==> src/core/ufs_regs.svh <==
// Constants for the FIFO-bus master: command codes, lane masks, depths.
// Assumes a 32-bit data bus with four byte-lane valid pins.
`ifndef UFS_REGS_SVH
`define UFS_REGS_SVH
`define UFS_CMD_RD 4'h0
`define UFS_CMD_WR 4'h1
`define UFS_LANE_IDLE_OE 32'hFFFF00FF
`define UFS_LANE_ALL 32'hFFFFFFFF
`define UFS_LANE_NONE 32'h00000000
`define UFS_IDLE_DATA 32'hFFFFFFFF
`define UFS_BE_ALL 4'hF
`define UFS_ST_LSB 8
`define UFS_CHAN_LSB 0
`define UFS_FIFO_DEPTH 16
`define UFS_LEN_W 12
`endif

==> src/core/ufs_pkg.sv <==
// Types shared by the FIFO-bus master and its buffers.
// Assumes ufs_regs.svh is on the include path.
`include "ufs_regs.svh"
package ufs_pkg;
    typedef enum logic [3:0] {S_IDLE, S_CMD, S_RD, S_WR_TA, S_WR, S_END_TA,
                              S_F_RD_OE, S_F_RD, S_F_WR} ufs_state_t;
    typedef struct packed {
        logic [3:0] be;
        logic [31:0] dat;
    } ufs_word_t;
endpackage : ufs_pkg

==> src/core/ufs_strm_if.sv <==
// Valid/ready stream between the master and its buffers.
// Assumes both ends share one clock.
`timescale 1ns/1ns
`default_nettype none
interface ufs_strm_if #(parameter int W = 36);
    logic valid;
    logic ready;
    logic [W-1:0] data;
    modport src (output valid, output data, input ready);
    modport snk (input valid, input data, output ready);
endinterface : ufs_strm_if
`default_nettype wire

==> src/core/ufs_fifo.sv <==
// Synchronous FIFO with valid/ready on both sides and a fill level.
// Assumes one clock and a synchronised active-low reset.
`timescale 1ns/1ns
`default_nettype none
module ufs_fifo #(
    parameter int W = 36,
    parameter int DEPTH = 16
) (
    input wire logic clk_i,
    input wire logic rst_n_i,
    ufs_strm_if.snk in_s,
    ufs_strm_if.src out_s,
    output logic [$clog2(DEPTH):0] level_o
);
    localparam int AW = $clog2(DEPTH);
    logic [W-1:0] mem [DEPTH];
    logic [AW-1:0] wp_r, wp_nxt, rp_r, rp_nxt;
    logic [AW:0] cnt_r, cnt_nxt;
    logic push, pop;

    assign in_s.ready = (cnt_r != (AW+1)'(DEPTH));
    assign out_s.valid = (cnt_r != '0);
    assign out_s.data = mem[rp_r];
    assign level_o = cnt_r;

    always_comb
    begin
        push = in_s.valid && in_s.ready;
        pop = out_s.valid && out_s.ready;
        wp_nxt = push ? AW'((wp_r + 1'b1) % DEPTH) : wp_r;
        rp_nxt = pop ? AW'((rp_r + 1'b1) % DEPTH) : rp_r;
        cnt_nxt = cnt_r + (AW+1)'(push) - (AW+1)'(pop);
    end

    always_ff @(posedge clk_i or negedge rst_n_i)
    begin
        if (!rst_n_i)
        begin
            wp_r <= '0;
            rp_r <= '0;
            cnt_r <= '0;
        end
        else
        begin
            wp_r <= wp_nxt;
            rp_r <= rp_nxt;
            cnt_r <= cnt_nxt;
        end
    end

    // Storage has no reset; contents are only read while counted valid
    always_ff @(posedge clk_i)
    begin
        if (push)
        begin
            mem[wp_r] <= in_s.data;
        end
    end
endmodule : ufs_fifo
`default_nettype wire

==> src/core/ufs_host.sv <==
// Master for a USB FIFO-bridge slave bus: multi-channel and 245 modes.
// Assumes the slave makes bus_clk_i; every bus pin is sampled by clock_i.
`timescale 1ns/1ns
`default_nettype none
`include "ufs_regs.svh"
module ufs_host
    import ufs_pkg::*;
#(
    parameter int DEPTH = `UFS_FIFO_DEPTH,
    parameter int LEN_W = `UFS_LEN_W
) (
    input wire logic clock_i,
    input wire logic arst_n_i,
    input wire logic mc_mode_i,
    input wire logic cmd_valid_i,
    output logic cmd_ready_o,
    input wire logic cmd_write_i,
    input wire logic [7:0] cmd_chan_i,
    input wire logic [LEN_W-1:0] cmd_len_i,
    input wire logic [31:0] wr_data_i,
    input wire logic [3:0] wr_be_i,
    input wire logic wr_valid_i,
    output logic wr_ready_o,
    output logic [31:0] rd_data_o,
    output logic [3:0] rd_be_o,
    output logic rd_valid_o,
    input wire logic rd_ready_i,
    output logic busy_o,
    output logic xfer_done_o,
    output logic [LEN_W-1:0] xfer_words_o,
    output logic [7:0] chan_status_o,
    input wire logic bus_clk_i,
    input wire logic [31:0] data_i,
    output logic [31:0] data_o,
    output logic [31:0] data_oe_o,
    input wire logic [3:0] byte_lane_valid_i,
    output logic [3:0] byte_lane_valid_o,
    output logic [3:0] byte_lane_valid_oe_o,
    output logic wr_req_low_o,
    output logic rd_req_low_o,
    output logic out_en_req_low_o,
    input wire logic rx_data_avail_low_i,
    input wire logic tx_space_avail_low_i
);
    localparam int LW = $clog2(DEPTH) + 1;
    localparam logic [LW-1:0] LVL_LAST = LW'(DEPTH - 1);
    localparam logic [LW-1:0] LVL_ONE = LW'(1);
    localparam logic [LEN_W-1:0] LEN_ONE = LEN_W'(1);
    localparam int PW = 39;

    // ==========================================================
    // Reset release and pin sampling
    logic rst_s1, rst_n;
    logic [PW-1:0] pin_s1, pin_s2, pin_s3;
    logic rise, rxf_q, txe_q;
    logic [31:0] d_q;
    logic [3:0] be_q;

    always_ff @(posedge clock_i or negedge arst_n_i)
    begin
        if (!arst_n_i)
        begin
            rst_s1 <= 1'b0;
            rst_n <= 1'b0;
        end
        else
        begin
            rst_s1 <= 1'b1;
            rst_n <= rst_s1;
        end
    end

    always_ff @(posedge clock_i or negedge rst_n)
    begin
        if (!rst_n)
        begin
            pin_s1 <= '1;
            pin_s2 <= '1;
            pin_s3 <= '1;
        end
        else
        begin
            pin_s1 <= {bus_clk_i, rx_data_avail_low_i, tx_space_avail_low_i,
                       byte_lane_valid_i, data_i};
            pin_s2 <= pin_s1;
            pin_s3 <= pin_s2;
        end
    end

    // Stage 3 holds the pins one sample before the seen edge, so values
    // the slave changes just after its edge are not mistaken for old ones
    assign rise = pin_s2[PW-1] && !pin_s3[PW-1];
    assign rxf_q = pin_s3[PW-2];
    assign txe_q = pin_s3[PW-3];
    assign be_q = pin_s3[35:32];
    assign d_q = pin_s3[31:0];

    // ==========================================================
    // Data buffers
    ufs_strm_if #(.W($bits(ufs_word_t))) tx_in();
    ufs_strm_if #(.W($bits(ufs_word_t))) tx_out();
    ufs_strm_if #(.W($bits(ufs_word_t))) rx_in();
    ufs_strm_if #(.W($bits(ufs_word_t))) rx_out();
    logic [LW-1:0] tx_level, rx_level;
    ufs_word_t tx_head, rx_tail;
    logic tx_pop, rx_push;

    ufs_fifo #(.W($bits(ufs_word_t)), .DEPTH(DEPTH)) u_tx_fifo (
        .clk_i(clock_i),
        .rst_n_i(rst_n),
        .in_s(tx_in),
        .out_s(tx_out),
        .level_o(tx_level)
    );

    ufs_fifo #(.W($bits(ufs_word_t)), .DEPTH(DEPTH)) u_rx_fifo (
        .clk_i(clock_i),
        .rst_n_i(rst_n),
        .in_s(rx_in),
        .out_s(rx_out),
        .level_o(rx_level)
    );

    assign tx_in.valid = wr_valid_i;
    assign tx_in.data = {wr_be_i, wr_data_i};
    assign wr_ready_o = tx_in.ready;
    assign tx_head = tx_out.data;
    assign tx_out.ready = tx_pop;
    assign rx_tail = rx_out.data;
    assign rd_data_o = rx_tail.dat;
    assign rd_be_o = rx_tail.be;
    assign rd_valid_o = rx_out.valid;
    assign rx_out.ready = rd_ready_i;
    assign rx_in.valid = rx_push;
    assign rx_in.data = {be_q, d_q};

    // ==========================================================
    // Bus sequencer; state and strobes change only in the cycle after a seen bus edge
    ufs_state_t st_r, st_nxt;
    logic wr_n_r, wr_n_nxt, rd_n_r, rd_n_nxt, oe_n_r, oe_n_nxt;
    logic [31:0] dat_r, dat_nxt, dat_oe_r, dat_oe_nxt;
    logic [3:0] be_r, be_nxt;
    logic be_oe_r, be_oe_nxt, write_r, write_nxt, mc_r, mc_nxt;
    logic seen_r, seen_nxt, done_r, done_nxt;
    logic [7:0] chan_r, chan_nxt, status_r, status_nxt;
    logic [LEN_W-1:0] left_r, left_nxt, cnt_r, cnt_nxt;
    logic start_ok, end_xfer;

    assign start_ok = cmd_write_i ? (tx_out.valid && (mc_mode_i || !txe_q))
                                  : (rx_in.ready && (mc_mode_i || !rxf_q));
    assign cmd_ready_o = (st_r == S_IDLE) && rise && start_ok;

    always_comb
    begin
        st_nxt = st_r;
        wr_n_nxt = wr_n_r;
        rd_n_nxt = rd_n_r;
        oe_n_nxt = oe_n_r;
        dat_nxt = dat_r;
        dat_oe_nxt = dat_oe_r;
        be_nxt = be_r;
        be_oe_nxt = be_oe_r;
        write_nxt = write_r;
        mc_nxt = mc_r;
        seen_nxt = seen_r;
        chan_nxt = chan_r;
        status_nxt = status_r;
        left_nxt = left_r;
        cnt_nxt = cnt_r;
        done_nxt = 1'b0;
        rx_push = 1'b0;
        tx_pop = 1'b0;
        end_xfer = 1'b0;
        case (st_r)
            S_IDLE:
            begin
                mc_nxt = mc_mode_i;
                if (mc_mode_i)
                begin
                    dat_oe_nxt = `UFS_LANE_IDLE_OE;
                    dat_nxt = `UFS_IDLE_DATA;
                    be_nxt = `UFS_BE_ALL;
                    be_oe_nxt = 1'b1;
                    if (rise)
                    begin
                        status_nxt = d_q[`UFS_ST_LSB +: 8];
                    end
                end
                else
                begin
                    dat_oe_nxt = `UFS_LANE_NONE;
                    be_oe_nxt = 1'b0;
                end
                if (cmd_valid_i && cmd_ready_o)
                begin
                    write_nxt = cmd_write_i;
                    chan_nxt = cmd_chan_i;
                    // Length field counts up to 4095 words; a read also ends once the receive FIFO fills
                    left_nxt = cmd_len_i;
                    cnt_nxt = '0;
                    seen_nxt = 1'b0;
                    if (mc_mode_i)
                    begin
                        wr_n_nxt = 1'b0;
                        dat_nxt[`UFS_CHAN_LSB +: 8] = cmd_chan_i;
                        be_nxt = cmd_write_i ? `UFS_CMD_WR : `UFS_CMD_RD;
                        st_nxt = S_CMD;
                    end
                    else if (cmd_write_i)
                    begin
                        wr_n_nxt = 1'b0;
                        dat_oe_nxt = `UFS_LANE_ALL;
                        be_oe_nxt = 1'b1;
                        dat_nxt = tx_head.dat;
                        be_nxt = tx_head.be;
                        st_nxt = S_F_WR;
                    end
                    else
                    begin
                        oe_n_nxt = 1'b0;
                        st_nxt = S_F_RD_OE;
                    end
                end
            end
            S_CMD:
            begin
                if (rise && write_r)
                begin
                    st_nxt = S_WR_TA;
                end
                else if (rise)
                begin
                    dat_oe_nxt = `UFS_LANE_NONE;
                    be_oe_nxt = 1'b0;
                    st_nxt = S_RD;
                end
            end
            S_WR_TA:
            begin
                if (rise)
                begin
                    dat_oe_nxt = `UFS_LANE_ALL;
                    dat_nxt = tx_head.dat;
                    be_nxt = tx_head.be;
                    st_nxt = S_WR;
                end
            end
            S_RD, S_F_RD:
            begin
                if (rise && !rxf_q)
                begin
                    rx_push = 1'b1;
                    seen_nxt = 1'b1;
                    cnt_nxt = cnt_r + LEN_ONE;
                    left_nxt = left_r - LEN_ONE;
                    end_xfer = (left_r == LEN_ONE) || (rx_level == LVL_LAST);
                end
                else if (rise && (seen_r || st_r == S_F_RD))
                begin
                    end_xfer = 1'b1;
                end
            end
            S_WR, S_F_WR:
            begin
                // Head is copied every cycle so a pop is on the pins by the next edge
                dat_nxt = tx_head.dat;
                be_nxt = tx_head.be;
                if (rise && !(st_r == S_WR ? rxf_q : txe_q))
                begin
                    tx_pop = 1'b1;
                    seen_nxt = 1'b1;
                    cnt_nxt = cnt_r + LEN_ONE;
                    left_nxt = left_r - LEN_ONE;
                    // Keeps going while data is queued so packets stay full
                    end_xfer = (left_r == LEN_ONE) || (tx_level == LVL_ONE);
                end
                else if (rise && (seen_r || st_r == S_F_WR))
                begin
                    end_xfer = 1'b1;
                end
            end
            S_END_TA:
            begin
                if (rise)
                begin
                    st_nxt = S_IDLE;
                end
            end
            S_F_RD_OE:
            begin
                if (rise)
                begin
                    rd_n_nxt = 1'b0;
                    st_nxt = S_F_RD;
                end
            end
            default:
            begin
                st_nxt = S_IDLE;
            end
        endcase
        if (end_xfer)
        begin
            wr_n_nxt = 1'b1;
            rd_n_nxt = 1'b1;
            oe_n_nxt = 1'b1;
            done_nxt = 1'b1;
            if (mc_r)
            begin
                st_nxt = S_END_TA;
                dat_oe_nxt = write_r ? `UFS_LANE_IDLE_OE : `UFS_LANE_NONE;
            end
            else
            begin
                st_nxt = S_IDLE;
                dat_oe_nxt = `UFS_LANE_NONE;
                be_oe_nxt = 1'b0;
            end
        end
    end

    always_ff @(posedge clock_i or negedge rst_n)
    begin
        if (!rst_n)
        begin
            st_r <= S_IDLE;
            wr_n_r <= 1'b1;
            rd_n_r <= 1'b1;
            oe_n_r <= 1'b1;
            dat_r <= '0;
            dat_oe_r <= '0;
            be_r <= '0;
            be_oe_r <= 1'b0;
            write_r <= 1'b0;
            mc_r <= 1'b0;
            seen_r <= 1'b0;
            chan_r <= '0;
            status_r <= '1;
            left_r <= '0;
            cnt_r <= '0;
            done_r <= 1'b0;
        end
        else
        begin
            st_r <= st_nxt;
            wr_n_r <= wr_n_nxt;
            rd_n_r <= rd_n_nxt;
            oe_n_r <= oe_n_nxt;
            dat_r <= dat_nxt;
            dat_oe_r <= dat_oe_nxt;
            be_r <= be_nxt;
            be_oe_r <= be_oe_nxt;
            write_r <= write_nxt;
            mc_r <= mc_nxt;
            seen_r <= seen_nxt;
            chan_r <= chan_nxt;
            status_r <= status_nxt;
            left_r <= left_nxt;
            cnt_r <= cnt_nxt;
            done_r <= done_nxt;
        end
    end

    assign data_o = dat_r;
    assign data_oe_o = dat_oe_r;
    assign byte_lane_valid_o = be_r;
    assign byte_lane_valid_oe_o = {4{be_oe_r}};
    assign wr_req_low_o = wr_n_r;
    assign rd_req_low_o = rd_n_r;
    assign out_en_req_low_o = oe_n_r;
    assign busy_o = (st_r != S_IDLE);
    assign xfer_done_o = done_r;
    assign xfer_words_o = cnt_r;
    assign chan_status_o = status_r;

    // ==========================================================
    // Checks
    AST_RD_PUSH: assert property (@(posedge clock_i) disable iff (!rst_n)
        rx_push |-> !wr_n_r || !rd_n_r) else $error("read word taken without strobe");
    AST_RD_TA: assert property (@(posedge clock_i) disable iff (!rst_n)
        (st_r == S_CMD && rise && !write_r) |=> (dat_oe_r == '0) && !be_oe_r && !wr_n_r)
        else $error("read turnaround missing");
    AST_WR_TA: assert property (@(posedge clock_i) disable iff (!rst_n)
        (st_r == S_WR_TA || st_r == S_CMD) |-> (dat_oe_r[`UFS_ST_LSB +: 8] == 8'h00))
        else $error("status lane driven during write turnaround");
    AST_BE_HELD: assert property (@(posedge clock_i) disable iff (!rst_n)
        (mc_r && write_r && st_r inside {S_WR_TA, S_WR, S_END_TA}) |-> be_oe_r)
        else $error("lane-valid released during write");
    AST_WR_STOP: assert property (@(posedge clock_i) disable iff (!rst_n)
        (st_r == S_WR && rise && seen_r && rxf_q) |=> wr_n_r && (st_r == S_END_TA))
        else $error("write not ended on full slave");
    AST_END_TA: assert property (@(posedge clock_i) disable iff (!rst_n)
        ($rose(wr_n_r) && mc_r) |-> (st_r == S_END_TA) && xfer_done_o)
        else $error("request released without closing turnaround");
    AST_CMD_CODE: assert property (@(posedge clock_i) disable iff (!rst_n)
        (st_r == S_CMD) |-> (be_r == (write_r ? `UFS_CMD_WR : `UFS_CMD_RD))
        && (dat_r[`UFS_CHAN_LSB +: 8] == chan_r)) else $error("bad command phase");
    AST_IDLE_ONES: assert property (@(posedge clock_i) disable iff (!rst_n)
        (st_r == S_IDLE && mc_r) [*2] |-> (dat_oe_r == `UFS_LANE_IDLE_OE) && be_oe_r
        && (be_r == `UFS_BE_ALL)) else $error("idle lanes not driven high");
    AST_245_OE: assert property (@(posedge clock_i) disable iff (!rst_n)
        !oe_n_r |-> (dat_oe_r == '0) && !be_oe_r) else $error("bus fight in 245 read");
    AST_245_RD: assert property (@(posedge clock_i) disable iff (!rst_n)
        $fell(rd_n_r) |-> !oe_n_r && !$past(oe_n_r)) else $error("read strobe before oe");
    AST_245_WR: assert property (@(posedge clock_i) disable iff (!rst_n)
        (!wr_n_r && !mc_r) |-> oe_n_r && (dat_oe_r == `UFS_LANE_ALL))
        else $error("245 write without driven bus");
endmodule : ufs_host
`default_nettype wire

==> config.mk <==
export PLATFORM = sky130hd
export DESIGN_NAME = ufs_host
export DESIGN_NICKNAME = d
export VERILOG_FILES = /design/src/core/ufs_pkg.sv /design/src/core/ufs_strm_if.sv /design/src/core/ufs_fifo.sv /design/src/core/ufs_host.sv
export VERILOG_INCLUDE_DIRS = /design/src /design/src/core
export SDC_FILE = /design/constraint.sdc
export NUM_CORES = 1
export LEC_CHECK = 0
export ABC_AREA = 1
export BUFFER_PORTS_ARGS = -buffer_cell sky130_fd_sc_hd__buf_2
export CAP_MARGIN = 20
export CELL_PAD_IN_SITES_DETAIL_PLACEMENT = 0
export CELL_PAD_IN_SITES_GLOBAL_PLACEMENT = 2
export CORE_ASPECT_RATIO = 0.7
export CORE_MARGIN = 5
export CORE_UTILIZATION = 47
export DETAILED_ROUTE_END_ITERATION = 6
export GPL_ROUTABILITY_DRIVEN = 1
export PLACE_DENSITY_LB_ADDON = 0.1
export SETUP_SLACK_MARGIN = 0.02
export SYNTH_ARGS = -nofsm -noshare
export SYNTH_HDL_FRONTEND = slang
export SYNTH_SLANG_ARGS = --single-unit
==> constraint.sdc <==
create_clock -name clock_i -period 18.4 [get_ports clock_i]
set_input_delay 1.84 -clock clock_i [delete_from_list [all_inputs] [get_ports clock_i]]
set_output_delay 1.84 -clock clock_i [all_outputs]
set_load 0.1 [all_outputs]
==> results by group <==
Synth
  – Most common cell in the synthesized netlist: edfxtp_1
  – Synth warn: 0
  – Post-Synth XOR/XNOR Area: 0.00455
  – List of most frequent post-synthesis cells: 1152 x edfxtp_1, 559 x nor2_1, 480 x o21ai_0
  – Post-Synth Simple-Gate Area: 0.0850
  – Syn nets: 4055
  – Flops & latches, synth: 1379
  – EDFF count, synth: 1152
  – Compound-Gate Fraction of Synth Area: 0.100
  – Seq/Total Area, Yosys: 0.751
  – Top cells by area, synth: edfxtp_1 64%, dfstp_2 6.2%, dfrtp_1 4.6%, o21ai_0 4.5%, nor2_1 3.9%
  – Yosys top cell area share: 0.642
  – Synth Flop Type: edfxtp_1
  – Syn Area/Cell: 13.7 µm²
  – Post-synthesis cell area: 53800 µm²
  – Post-synthesis mux area share: 0.0227
  – Post-Syn Instances: 3925
  – Post-synthesis cell type count: 47
  – Ys async rst share: 0.165
  – Largest family of logic cells by synthesized area: compound AO/OA/AOI/OAI gates
  – Synth area leader: edfxtp_1
  – Adder-cell share of the synthesized area: 0.00678

Global route
  – Initial antenna violation count: 13
  – Pin count of the biggest net entering global routing: 200
  – GRT Util Overall: 0.227
  – First-pass GRT wire length: 208000 µm
  – Vias in the first global route: 31200
  – Remaining Overflow, GRT: 0

Clock tree
  – Post-cts gate resize count: 0
  – Longest Clk Path Bufs: 3
  – CTS tree: built
  – CTS sink count: 1379
  – Htree depth: 4
  – Clock root buffer master: clkbuf_16
  – Clock slew at reported path FFs: 0.07 ns
  – Num CTS Buffers: 136
  – Setup bufs post-CTS: 0
  – Clock latency on the worst-skew pair: 0.75 ns
  – CTS Hold Bufs: 0

STA
  – Slew headroom: 0.249
  – Final count of negative-setup-slack endpoints: 0
  – Hold Slack: 0.336 ns
  – Setup_tns: 0 ns
  – Clk_skew: 0.0241 ns
  – Crit share post-route: 0.349
  – Min cycle time layout: 6.43 ns
  – Hold Fails Final Rpt: 0
  – Slew Limit Fails: 0
  – RSZ-0062 raised after global routing: false
  – Tightest Pin Transition: 1.13 ns
  – Fmax: 156 MHz

Detailed routing
  – Initial DRC Count: 3295
  – Routed vias/inst: 5.62
  – Pre-antenna DRT Iters: 5
  – Post-route ant nets: 0
  – WL per Instance: 24.4 µm
  – # DRC: 0
  – Via count: 32200
  – Total detailed-routing wirelength: 140000 µm

Finish
  – Area Overhead vs Synth: 13.3%
  – Layout cells sized above 1: 0.170
  – Final Util: 0.539
  – Nets: 4219
  – Fin area: 61000 µm²
  – FILL cells: 9404

Worst setup path
  – Critical R2R Capture: data_o[13]
  – Crit path capture: rd_data_o[6]
  – FF-to-FF path depth: 12
  – Critical path class: reg -> out
  – Crit path launch type: flip-flop
  – Critical path peak fanout: 77
  – R2R Setup Slk: 14.79 ns
  – Worst Path Arrival: 4.59 ns
  – CP Capture Type: primary output
  – Worst Path Required: 16.56 ns
  – Setup crit start: u_rx_fifo.rp_r[0]
  – Reg2Reg Launch Point: u_tx_fifo.rp_r[0]

Worst hold path
  – Worst Hold Class: reg -> reg

Floorplanning
  – Starting Density: 0.475
  – # IOs: 238
  – Die area: 122000 µm²
  – Core Box Area: 113000 µm²
  – Die Wd: 415 µm
  – Num rows: 103
  – Die span in y: 293 µm

Power and ir drop
  – Worst vdd ir: 227 µV
  – Leak: 21.0 nW
  – Design Power: 10.6 mW
  – Pwr Density: 174 nW/µm²

Placed design
  – I/O Buffers: 237
  – Placed instance area: 56500 µm²
  – DP Wirelength: 72900 µm
  – Final Wtd Congestion: 0.770

Run status
  – Status: finished clean

Job
  – Max-cap violations: 0
==> worst min-delay path by stage <==
stage	from	to	slack, ns	cells after the start
detailed placement	rst_s1	rst_n	0.35	0
floorplan	rst_s1	rst_n	0.33	0
CTS	pin_s2[4]	pin_s3[4]	0.33	0
finish	pin_s2[4]	pin_s3[4]	0.34	0
global route	pin_s2[4]	pin_s3[4]	0.34	0
global placement	rst_s1	rst_n	0.34	0
==> critical path: stages, from the launching register on <==
cell and delay, ns:
dfrtp_4 0.74, inv_6 0.46, buf_4 0.86, buf_4 0.63, nor2_1 0.08, o32ai_1 0.26, o211ai_1 0.14, nand2_1 0.14
buf_2 0.43
==> where the power goes <==
part | leakage (nW) | internal [mW] | switching, mW
clock | 2.19 | 1.62 | 1.18
combinational | 5.97 | 0.864 | 3.04
sequential | 12.8 | 3.66 | 0.237
==> logic make-up (layout without fill, tap and decap cells) <==
| family | Yosys count | in the layout |
|---|---|---|
| other | 1 | 2 |
| XOR/XNOR | 28 | 28 |
| multiplexers | 121 | 121 |
| AO/OA/AOI/OAI | 877 | 877 |
| AND/OR/NAND/NOR | 1120 | 1120 |
| adder cells (fa/ha/maj) | 28 | 28 |
| buffers and inverters | 371 | 650 |
| flip-flops | 1379 | 1379 |
==> routing by layer <==
metal,GRT usage,vias up,routed length [µm]
met4,0.0577,4,2970
met5,0,-,27
met1,0.356,16100,67700
met3,0.0328,200,8000
met2,0.336,969,61200
li1,-,14800,-
==> cells in the final DEF (no fill, tap or decap), types with 25 or more instances in the layout <==
master / n
edfxtp_1: 1152
nor2_1: 527
o21ai_0: 480
nand2_1: 342
buf_2: 237
nand3_1: 172
o221ai_1: 156
clkbuf_16: 139
dfstp_2: 128
mux2i_1: 113
dfrtp_1: 90
inv_1: 84
o22ai_1: 71
o211ai_1: 60
buf_4: 57
clkbuf_1: 38
nor2_4: 36
a21oi_1: 36
o21ai_1: 28
o32ai_1: 26
ha_1: 26
clkinv_1: 25
==> state kept, by name, summed over array words and instances (netlist names), 4 cells and up <==
register	flops
pin_s3	39
pin_s1	39
u_tx_fifo.wp_r	4
st_r	4
byte_lane_valid_o	4
u_rx_fifo.mem	576
u_rx_fifo.rp_r	4
u_tx_fifo.level_o	5
u_rx_fifo.wp_r	4
u_tx_fifo.rp_r	4
left_r	12
u_tx_fifo.mem	576
data_o	32
u_rx_fifo.level_o	5
pin_s2	39
chan_status_o	8
xfer_words_o	12
==> cell type report <==
class	count	area, µm²	share of cell area
Clock inverter	61	701	0.0115
Multi-Input combinational cell	2175	12000	0.197
Timing Repair Buffer	297	1680	0.0276
Sequential cell	1379	40500	0.663
Clock buffer	192	3830	0.0627
Inverter	100	395	0.00648
Tap cell	1522	1900	0.0312
Antenna cell	1	2.50	0.0000410
==> metrics by stage <==
stage / cells / setup slack (ns)
5_1_grt: 5726 / 11.65
3_5_place_dp: 5472 / 12.73
4_1_cts: 5725 / 11.90
3_3_place_gp: 5472 / 12.75
2_1_floorplan: 3925 / 11.57
6_report: 5727 / 11.97
Note: power is estimated with default switching activity, not from simulation.
